**src/lcd_bias_pkg.sv**
```systemverilog
// Constants shared by the LCD bias I2C target port
package lcd_bias_pkg;
   localparam logic [6:0] TARGET_ADDR   = 7'h3e;
   localparam logic [7:0] REG_POS       = 8'h00;
   localparam logic [7:0] REG_NEG       = 8'h01;
   localparam logic [7:0] REG_DIS       = 8'h03;
   localparam int         POS_W         = 4;
   localparam int         NEG_W         = 4;
   localparam int         DIS_W         = 2;
   localparam logic [3:0] POS_RESET     = 4'h0;
   localparam logic [3:0] NEG_RESET     = 4'h0;
   localparam logic [1:0] DIS_RESET     = 2'h0;
   localparam int         SYNC_STAGES   = 2;
   localparam int         BYTE_BITS     = 8;
   typedef enum logic [2:0] {
      ST_IDLE,
      ST_ADDR,
      ST_PTR,
      ST_WDATA,
      ST_RDATA,
      ST_IGNORE
   } port_state_e;
endpackage

```
**src/lcd_bias_i2c_slave_port.sv**
```systemverilog
// I2C target port holding the LCD bias configuration registers
`timescale 1ns/1ps
`default_nettype none
module lcd_bias_i2c_slave_port #(
   parameter logic [6:0] OWN_ADDR = lcd_bias_pkg::TARGET_ADDR
) (
   // Clock and reset
   input  wire logic                          clk,
   input  wire logic                          rst_n,
   // Serial bus pins
   input  wire logic                          scl_i,
   input  wire logic                          sda_i,
   output var  logic                          sda_o,
   output var  logic                          sda_oe,
   // Configuration out and busy flag
   output var  logic [lcd_bias_pkg::POS_W-1:0] pos_code,
   output var  logic [lcd_bias_pkg::NEG_W-1:0] neg_code,
   output var  logic [lcd_bias_pkg::DIS_W-1:0] dis_en,
   output var  logic                          busy
);
   import lcd_bias_pkg::*;

   // Address zero is the general call and can never be ours
   if (OWN_ADDR == 7'h00) begin : g_addr_check
      $error("General call address cannot be the target address");
   end

   logic        scl_s;
   logic        sda_s;
   logic        scl_d1_q;
   logic        sda_d1_q;
   logic        scl_rise;
   logic        scl_fall;
   logic        start_det;
   logic        stop_det;
   port_state_e state_q;
   logic [3:0]  bit_cnt_q;
   logic [7:0]  shift_q;
   logic [7:0]  ptr_q;
   logic [7:0]  tx_q;
   logic        ack_slot_q;
   logic        drive_ack_q;
   logic        rd_nack_q;
   logic [7:0]  rx_byte;
   logic [7:0]  rd_next;

   lcd_bias_sync #(.RESET_VAL(1'b1)) u_sync_scl (
      .clk   (clk),
      .rst_n (rst_n),
      .d     (scl_i),
      .q     (scl_s)
   );
   lcd_bias_sync #(.RESET_VAL(1'b1)) u_sync_sda (
      .clk   (clk),
      .rst_n (rst_n),
      .d     (sda_i),
      .q     (sda_s)
   );

   function automatic logic [7:0] read_reg(input logic [7:0] p,
                                           input logic [3:0] pv,
                                           input logic [3:0] nv,
                                           input logic [1:0] dv);
      logic [7:0] r;
      r = 8'h00;
      case (p)
         REG_POS: r = {4'h0, pv};
         REG_NEG: r = {4'h0, nv};
         REG_DIS: r = {6'h00, dv};
         default: r = 8'h00;
      endcase
      return r;
   endfunction

   always_ff @(posedge clk or negedge rst_n) begin
      if (!rst_n) begin
         scl_d1_q <= 1'b1;
         sda_d1_q <= 1'b1;
      end else begin
         scl_d1_q <= scl_s;
         sda_d1_q <= sda_s;
      end
   end

   assign scl_rise  = scl_s & ~scl_d1_q;
   assign scl_fall  = ~scl_s & scl_d1_q;
   // Data edges with clock high are conditions, never bits
   assign start_det = scl_s & scl_d1_q & sda_d1_q & ~sda_s;
   assign stop_det  = scl_s & scl_d1_q & ~sda_d1_q & sda_s;
   assign rx_byte   = {shift_q[6:0], sda_s};
   // Byte to send next: the pointed register after a read address, its successor later
   assign rd_next   = read_reg(state_q == ST_ADDR ? ptr_q : ptr_q + 8'h01,
                               pos_code, neg_code, dis_en);

   // Bit sequencing: 8 data bits then the acknowledge slot
   always_ff @(posedge clk or negedge rst_n) begin
      if (!rst_n) begin
         state_q    <= ST_IDLE;
         bit_cnt_q  <= 4'h0;
         shift_q    <= 8'h00;
         ack_slot_q <= 1'b0;
         rd_nack_q  <= 1'b0;
      end else if (start_det) begin
         state_q    <= ST_ADDR;
         bit_cnt_q  <= 4'h0;
         ack_slot_q <= 1'b0;
         rd_nack_q  <= 1'b0;
      end else if (stop_det) begin
         state_q    <= ST_IDLE;
         bit_cnt_q  <= 4'h0;
         ack_slot_q <= 1'b0;
         rd_nack_q  <= 1'b0;
      end else if (state_q != ST_IDLE && state_q != ST_IGNORE) begin
         if (scl_rise) begin
            if (ack_slot_q) begin
               // Master acknowledge on a read keeps the stream going
               if (state_q == ST_RDATA && sda_s) rd_nack_q <= 1'b1;
            end else begin
               shift_q   <= rx_byte;
               bit_cnt_q <= bit_cnt_q + 4'h1;
            end
         end else if (scl_fall) begin
            if (ack_slot_q) begin
               ack_slot_q <= 1'b0;
               bit_cnt_q  <= 4'h0;
               if (state_q == ST_ADDR) begin
                  state_q <= shift_q[0] ? ST_RDATA : ST_PTR;
               end else if (state_q == ST_PTR) begin
                  state_q <= ST_WDATA;
               end else if (state_q == ST_RDATA && rd_nack_q) begin
                  state_q <= ST_IGNORE;
               end
            end else if (bit_cnt_q == 4'(BYTE_BITS)) begin
               if (state_q == ST_ADDR && shift_q[7:1] != OWN_ADDR) begin
                  state_q <= ST_IGNORE;
               end else begin
                  ack_slot_q <= 1'b1;
               end
            end
         end
      end
   end

   // Pointer and register storage
   always_ff @(posedge clk or negedge rst_n) begin
      if (!rst_n) begin
         ptr_q    <= 8'h00;
         pos_code <= POS_RESET;
         neg_code <= NEG_RESET;
         dis_en   <= DIS_RESET;
      end else if (!start_det && !stop_det && scl_fall && !ack_slot_q
                   && bit_cnt_q == 4'(BYTE_BITS)) begin
         if (state_q == ST_PTR) begin
            ptr_q <= shift_q;
         end else if (state_q == ST_WDATA) begin
            case (ptr_q)
               REG_POS: pos_code <= shift_q[POS_W-1:0];
               REG_NEG: neg_code <= shift_q[NEG_W-1:0];
               REG_DIS: dis_en   <= shift_q[DIS_W-1:0];
               default: ;
            endcase
            ptr_q <= ptr_q + 8'h01;
         end
      end else if (!start_det && !stop_det && scl_fall && ack_slot_q
                   && state_q == ST_RDATA) begin
         ptr_q <= ptr_q + 8'h01;
      end
   end

   // Transmit shifter and pin drive change on clock falls; start, stop, idle and ignore release the line at once
   always_ff @(posedge clk or negedge rst_n) begin
      if (!rst_n) begin
         tx_q        <= 8'h00;
         drive_ack_q <= 1'b0;
         sda_o       <= 1'b0;
         sda_oe      <= 1'b0;
      end else if (start_det || stop_det || state_q == ST_IDLE || state_q == ST_IGNORE) begin
         drive_ack_q <= 1'b0;
         sda_oe      <= 1'b0;
         sda_o       <= 1'b0;
      end else if (scl_fall) begin
         if (!ack_slot_q && bit_cnt_q == 4'(BYTE_BITS)) begin
            // Address mismatch is caught by the state update; hold off here
            if (state_q == ST_ADDR && shift_q[7:1] != OWN_ADDR) begin
               sda_oe <= 1'b0;
            end else if (state_q == ST_RDATA) begin
               sda_oe <= 1'b0; // Master owns the acknowledge slot
            end else begin
               drive_ack_q <= 1'b1;
               sda_oe      <= 1'b1;
               sda_o       <= 1'b0;
            end
         end else if (ack_slot_q) begin
            drive_ack_q <= 1'b0;
            if ((state_q == ST_ADDR && shift_q[0])
                || (state_q == ST_RDATA && !rd_nack_q)) begin
               tx_q   <= {rd_next[6:0], 1'b0};
               sda_oe <= ~rd_next[7];
               sda_o  <= 1'b0;
            end else begin
               sda_oe <= 1'b0;
            end
         end else if (state_q == ST_RDATA) begin
            // Open drain: a one is sent by releasing the line
            sda_oe <= ~tx_q[7];
            tx_q   <= {tx_q[6:0], 1'b0};
         end
      end
   end

   always_ff @(posedge clk or negedge rst_n) begin
      if (!rst_n) begin
         busy <= 1'b0;
      end else begin
         busy <= (state_q != ST_IDLE);
      end
   end

   // Checks run on the synchronised pins, so bus edges show up two cycles late
   a_ack_on_match: assert property (@(posedge clk) disable iff (!rst_n)
      drive_ack_q |-> sda_oe && !sda_o)
      else $error("Acknowledge slot not driven low");
   a_ack_in_slot: assert property (@(posedge clk) disable iff (!rst_n)
      (ack_slot_q && scl_rise && state_q != ST_RDATA) |-> sda_oe)
      else $error("Acknowledge missing while clock high");
   a_stop_to_idle: assert property (@(posedge clk) disable iff (!rst_n)
      stop_det |=> state_q == ST_IDLE)
      else $error("Stop did not return to idle");
   a_start_to_addr: assert property (@(posedge clk) disable iff (!rst_n)
      start_det |=> state_q == ST_ADDR && bit_cnt_q == 4'h0)
      else $error("Start did not restart address reception");
   a_sda_stable_high: assert property (@(posedge clk) disable iff (!rst_n)
      (scl_s && scl_d1_q && !start_det && !stop_det) |=> $stable(sda_oe))
      else $error("Data drive changed while clock high");
   a_idle_released: assert property (@(posedge clk) disable iff (!rst_n)
      state_q == ST_IDLE |=> !sda_oe)
      else $error("Line driven while idle");
   a_ignore_released: assert property (@(posedge clk) disable iff (!rst_n)
      state_q == ST_IGNORE |=> !sda_oe)
      else $error("Line driven after address mismatch");
   a_mismatch_quiet: assert property (@(posedge clk) disable iff (!rst_n)
      (state_q == ST_ADDR && scl_fall && !ack_slot_q && bit_cnt_q == 4'(BYTE_BITS)
       && shift_q[7:1] != OWN_ADDR && !start_det && !stop_det)
      |=> state_q == ST_IGNORE && !sda_oe)
      else $error("Foreign address was answered");
   a_dir_select: assert property (@(posedge clk) disable iff (!rst_n)
      (state_q == ST_ADDR && ack_slot_q && scl_fall && !start_det && !stop_det)
      |=> state_q == ($past(shift_q[0]) ? ST_RDATA : ST_PTR))
      else $error("Direction bit not followed");
   a_ptr_load: assert property (@(posedge clk) disable iff (!rst_n)
      (state_q == ST_PTR && scl_fall && !ack_slot_q && bit_cnt_q == 4'(BYTE_BITS)
       && !start_det && !stop_det)
      |=> ptr_q == $past(shift_q))
      else $error("Pointer byte not loaded");
   a_write_advance: assert property (@(posedge clk) disable iff (!rst_n)
      (state_q == ST_WDATA && scl_fall && !ack_slot_q && bit_cnt_q == 4'(BYTE_BITS)
       && !start_det && !stop_det) |=> ptr_q == $past(ptr_q) + 8'h01)
      else $error("Pointer did not advance after write");
   a_pos_store: assert property (@(posedge clk) disable iff (!rst_n)
      (state_q == ST_WDATA && ptr_q == REG_POS && scl_fall && !ack_slot_q
       && bit_cnt_q == 4'(BYTE_BITS) && !start_det && !stop_det)
      |=> pos_code == $past(shift_q[3:0]))
      else $error("Positive code not stored");
   a_neg_store: assert property (@(posedge clk) disable iff (!rst_n)
      (state_q == ST_WDATA && ptr_q == REG_NEG && scl_fall && !ack_slot_q
       && bit_cnt_q == 4'(BYTE_BITS) && !start_det && !stop_det)
      |=> neg_code == $past(shift_q[3:0]))
      else $error("Negative code not stored");
   a_dis_store: assert property (@(posedge clk) disable iff (!rst_n)
      (state_q == ST_WDATA && ptr_q == REG_DIS && scl_fall && !ack_slot_q
       && bit_cnt_q == 4'(BYTE_BITS) && !start_det && !stop_det)
      |=> dis_en == $past(shift_q[1:0]))
      else $error("Discharge enables not stored");
   a_read_msb: assert property (@(posedge clk) disable iff (!rst_n)
      (ack_slot_q && scl_fall && !start_det && !stop_det
       && ((state_q == ST_ADDR && shift_q[0]) || (state_q == ST_RDATA && !rd_nack_q)))
      |=> sda_oe)
      else $error("Read byte did not open with a low top bit");
   a_read_advance: assert property (@(posedge clk) disable iff (!rst_n)
      (state_q == ST_RDATA && ack_slot_q && scl_fall && !start_det && !stop_det)
      |=> ptr_q == $past(ptr_q) + 8'h01)
      else $error("Pointer did not advance after read");
   a_read_release: assert property (@(posedge clk) disable iff (!rst_n)
      (state_q == ST_RDATA && ack_slot_q && rd_nack_q && scl_fall && !start_det && !stop_det)
      |=> state_q == ST_IGNORE && !sda_oe)
      else $error("Read not ended after master refusal");
   a_nack_hold: assert property (@(posedge clk) disable iff (!rst_n)
      rd_nack_q |-> !sda_oe)
      else $error("Line driven after master refusal");
   a_busy_level: assert property (@(posedge clk) disable iff (!rst_n)
      1'b1 |=> busy == $past(state_q != ST_IDLE))
      else $error("Busy does not follow the transfer state");
   a_bit_count: assert property (@(posedge clk) disable iff (!rst_n)
      bit_cnt_q <= 4'(BYTE_BITS))
      else $error("Bit count overran a byte");

   // Main scenarios
   c_write: cover property (@(posedge clk) disable iff (!rst_n)
      state_q == ST_WDATA ##[1:1000] stop_det);
   c_read: cover property (@(posedge clk) disable iff (!rst_n)
      state_q == ST_RDATA ##[1:1000] stop_det);
   c_mismatch: cover property (@(posedge clk) disable iff (!rst_n) state_q == ST_IGNORE);
   c_read_more: cover property (@(posedge clk) disable iff (!rst_n)
      state_q == ST_RDATA && ack_slot_q && !rd_nack_q && scl_fall);
   c_restart: cover property (@(posedge clk) disable iff (!rst_n)
      start_det && state_q == ST_WDATA);
endmodule
`default_nettype wire

```
**src/lcd_bias_sync.sv**
```systemverilog
// Two flip-flop synchroniser for one pin level
`timescale 1ns/1ps
`default_nettype none
module lcd_bias_sync #(
   parameter logic RESET_VAL = 1'b1
) (
   // Clock and reset
   input  wire logic clk,
   input  wire logic rst_n,
   // Level in and out
   input  wire logic d,
   output var  logic q
);
   logic meta_q;

   // First stage is read only by the second stage
   always_ff @(posedge clk or negedge rst_n) begin
      if (!rst_n) begin
         meta_q <= RESET_VAL;
         q      <= RESET_VAL;
      end else begin
         meta_q <= d;
         q      <= meta_q;
      end
   end
endmodule
`default_nettype wire

```
**config.mk**
```make
export PLATFORM = sky130hd
export DESIGN_NAME = lcd_bias_i2c_slave_port
export DESIGN_NICKNAME = d
export VERILOG_FILES = /design/src/lcd_bias_pkg.sv /design/src/lcd_bias_i2c_slave_port.sv /design/src/lcd_bias_sync.sv
export SDC_FILE = /design/constraint.sdc
export NUM_CORES = 1
export LEC_CHECK = 0
export BUFFER_PORTS_ARGS = -buffer_cell sky130_fd_sc_hd__buf_2
export CAP_MARGIN = 20
export CORE_MARGIN = 2
export CORE_UTILIZATION = 61
export CTS_CLUSTER_SIZE = 20
export DETAILED_ROUTE_END_ITERATION = 16
export PLACE_DENSITY = 0.79
export SLEW_MARGIN = 20
export SYNTH_ARGS = -nofsm -noshare
export SYNTH_HDL_FRONTEND = slang
export SYNTH_HIERARCHICAL = 1
export SYNTH_SLANG_ARGS = --single-unit
```
**constraint.sdc**
```tcl
create_clock -name clk -period 4.75 [get_ports clk]
set_input_delay 0.7125 -clock clk [delete_from_list [all_inputs] [get_ports clk]]
set_output_delay 0.7125 -clock clk [all_outputs]
set_load 0.02 [all_outputs]
```
==> results.tsv <==
metric	value	unit
worstSetupStartpointType	flip-flop	
synth.area.top_cells	dfrtp_1, mux2_2, dfstp_2	
num-nets-final	302	
synth_cells	286	
critical_path_cell_by_cell	inv_1 > ha_1 > and3b_1 > and3_1 > nand4b_1 > a21oi_1 > a2bb2oi_1	
initial_antenna_violation_count	0	
postSynthAreaPerCell	10.4	sq um
power_density	322	nW/um^2
cts.sink_count	50	
worst-r2r-cell-count	7	
syn-num-nets	298	
timing_hold_violations_final	0	
grt_setup_unrepaired	no	
synth.cell_area	2970	sq um
grt_pass1_vias	2068	
worst_path_largest_cell_delay	0.59	ns
dp_hpwl	4.08	mm
largest_net_degree_at_the_start_of_global_routing	51	
achievable-frequency	400	MHz
ir_drop	271	uV
die-area	5440	sq um
synth_largest_area_cell	dfrtp_1	
number_of_gates_resized_after_cts	0	
headroom_to_the_max_slew_limit	51.3	%
cts-root-to-sink-buffers	2	
ff2ff_setup_slack	2.25	ns
critical_path_type	flip-flop to flip-flop	
clkSlewWorstSetupHoldPaths	0.10	ns
async_flop_share	100	%
status	completed	
vias	2210	
fin_crit_sh	52.6	%
area.growth.synth_to_final	6.24	%
post-synth-top-area-fraction	37.1	%
maxCapViolations	0	
cts.root.buffer_cell	clkbuf_8	
worst_setup_path_endpoint	ptr_q[3]$_DFFE_PN0P_	
final_layout_size_suffix_gt1_share	22.3	%
filler_cell_count	366	
slew_viol_final	0	
number_of_register_bits_inferred_by_synthesis	50	
initial_core_util	63.3	%
synth-warning-count	6	
ctsHtreeMaxLevel	2	
clock_latency	0.31	ns
via_per_inst	6.41	
clock-skew-final	0.00923	ns
total_grt_overflow	0	
worst-endpoint-required	4.98	ns
r2r_start	bit_cnt_q[0]$_DFFE_PN0P_	
crit_start	bit_cnt_q[0]$_DFFE_PN0P_	
cpMaxStageDelayCell	nand4b_1	
dominantRegCellSynth	dfrtp_1	
worst_slew_pin_slew	0.721	ns
cts_tree	done	
worst-endpoint-arrival	2.72	ns
power_leakage	1.45	nW
core	4690	sq um
regToRegEndpoint	ptr_q[3]$_DFFE_PN0P_	
total_power	0.00102	W
count_of_nets_left_with_antenna_violations_after_detail_routing	0	
setup_viol	0	
drc_errors	0	
drt-total-wl	6.02	mm
placementRows	25	
die_x	73.8	um
setup_total_negative_slack	0	ns
global_route_wire_length_before_repair	10.1	mm
post_cts_buffers	0	
final_period_minus_worst_setup_slack	2.50	ns
cp_max_fo	12	
boundaryPins	17	
unique_cell_type_count_in_the_yosys_netlist	68	
end_kind	flip-flop	
port_buffers	15	
groute.usage.overall	24.4	%
detail_route.wl_per_cell	17.4	um
first_iter_violations	178	
timing.hold.worst.class	flip-flop to flip-flop	
synth.top_cells.by_count	dfrtp_1, nand2_1, mux2_2	
most_used_standard_cell_by_instance_count_after_synthesis	dfrtp_1	
post_cts_hold_buffer_count	0	
antenna_cells_inserted	0	
synth_seq_area_share	42.4	%
drt_pass1_iterations	4	
synth-edff-count	0	
place.gp.congestion	0.891	
cts_inserted_buffers	5	
fp.dieH	73.8	um
## area by class of cell
type | instances | area, sq um | area share (%)
Inverter | 13 | 48.8 | 1.55
Tap cell | 54 | 67.6 | 2.14
Multi-Input combinational cell | 205 | 1560 | 49.6
Clock inverter | 3 | 68.8 | 2.18
Clock buffer | 5 | 68.8 | 2.18
Timing Repair Buffer | 15 | 77.6 | 2.46
Sequential cell | 50 | 1260 | 39.9
## metrics by stage
stage                     instance area, sq um  setup WS [ns]  hold WS [ns]  util (%)  instances
after floorplan                           2970           2.87         0.345         -        286
after global placement                    3010           2.38         0.346      64.2        337
after detailed placement                  3010           2.36         0.348      64.2        337
after CTS                                 3150           2.28         0.362      67.1        345
after global routing                      3150           2.10         0.363      67.2        345
final                                     3150           2.25         0.359      67.2        345
## critical path, delay by kind of cell, from the launching register on
kind,cells,cell delay [ns]
compound gates,2,0.53
fa+ha+maj,1,0.15
buf+inv,1,0.10
flops,1,0.42
simple gates,3,1.22
## layer usage
layer | wire [um] | global-route usage (%) | vias up
met5 | 0 | 0 | -
met3 | 288 | 5.08 | 14
li1 | - | - | 1056
met2 | 2720 | 34.5 | 73
met4 | 144 | 9.49 | 0
met1 | 2870 | 36.6 | 1067
## registers in the layout, summed over array words and instances (netlist names)
register and flops:
ack_slot_q 1, bit_cnt_q 4, busy 1, dis_en 2, neg_code 4, pos_code 4, ptr_q 8, rd_nack_q 1
scl_d1_q 1, sda_d1_q 1, sda_oe 1, shift_q 8, state_q 3, tx_q 7, u_sync_scl/meta_q 1, u_sync_scl/q 1
u_sync_sda/meta_q 1, u_sync_sda/q 1
## how the worst min path moves through the flow
stage,cells after the start,slack [ns],start,to
2_1_floorplan,0,0.35,u_sync_scl/meta_q$_DFF_PN1_,u_sync_scl/q$_DFF_PN1_
3_3_place_gp,0,0.35,u_sync_scl/meta_q$_DFF_PN1_,u_sync_scl/q$_DFF_PN1_
3_5_place_dp,0,0.35,u_sync_sda/meta_q$_DFF_PN1_,u_sync_sda/q$_DFF_PN1_
4_1_cts,0,0.36,u_sync_sda/meta_q$_DFF_PN1_,u_sync_sda/q$_DFF_PN1_
5_1_grt,0,0.36,u_sync_sda/meta_q$_DFF_PN1_,u_sync_sda/q$_DFF_PN1_
6_report,0,0.36,u_sync_sda/meta_q$_DFF_PN1_,u_sync_sda/q$_DFF_PN1_
## kinds of logic (layout without fill, tap and decap cells)
logic type               count (synthesis)  count (layout)  share of synthesized area [%]
multiplexers                            33              33                           12.2
AO/OA/AOI/OAI                           62              62                           16.5
adder cells (fa/ha/maj)                  8               8                           3.37
flip-flops                              50              50                           42.4
other                                    1               1                          0.126
buffers and inverters                   31              36                           4.93
AND/OR/NAND/NOR                         92              92                           17.7
XOR/XNOR                                 9               9                           2.66
## where the power goes
| group | internal, W | leakage, nW | switching [W] |
|---|---|---|---|
| registers | 0.000469 | 0.655 | 0.0000602 |
| logic | 0.0000619 | 0.722 | 0.0000689 |
| clock network | 0.000211 | 0.0683 | 0.000146 |
## layout by cell type (no fill, tap or decap), drive strengths merged, types with 5 or more instances in the layout
master | netlist | final
dfstp | 6 | 6
o21ai | 9 | 9
dfrtp | 44 | 44
buf | 13 | 15
nor3 | 6 | 6
inv | 13 | 13
nand2 | 24 | 24
xnor2 | 6 | 6
nor2 | 13 | 13
nand4 | 5 | 5
o41ai | 5 | 5
nand3 | 12 | 12
a2bb2oi | 5 | 5
a21oi | 10 | 10
mux2 | 23 | 23
mux2i | 10 | 10
ha | 8 | 8
clkbuf | 5 | 5
nor2b | 5 | 5
Power figures use the tool's default switching activity.
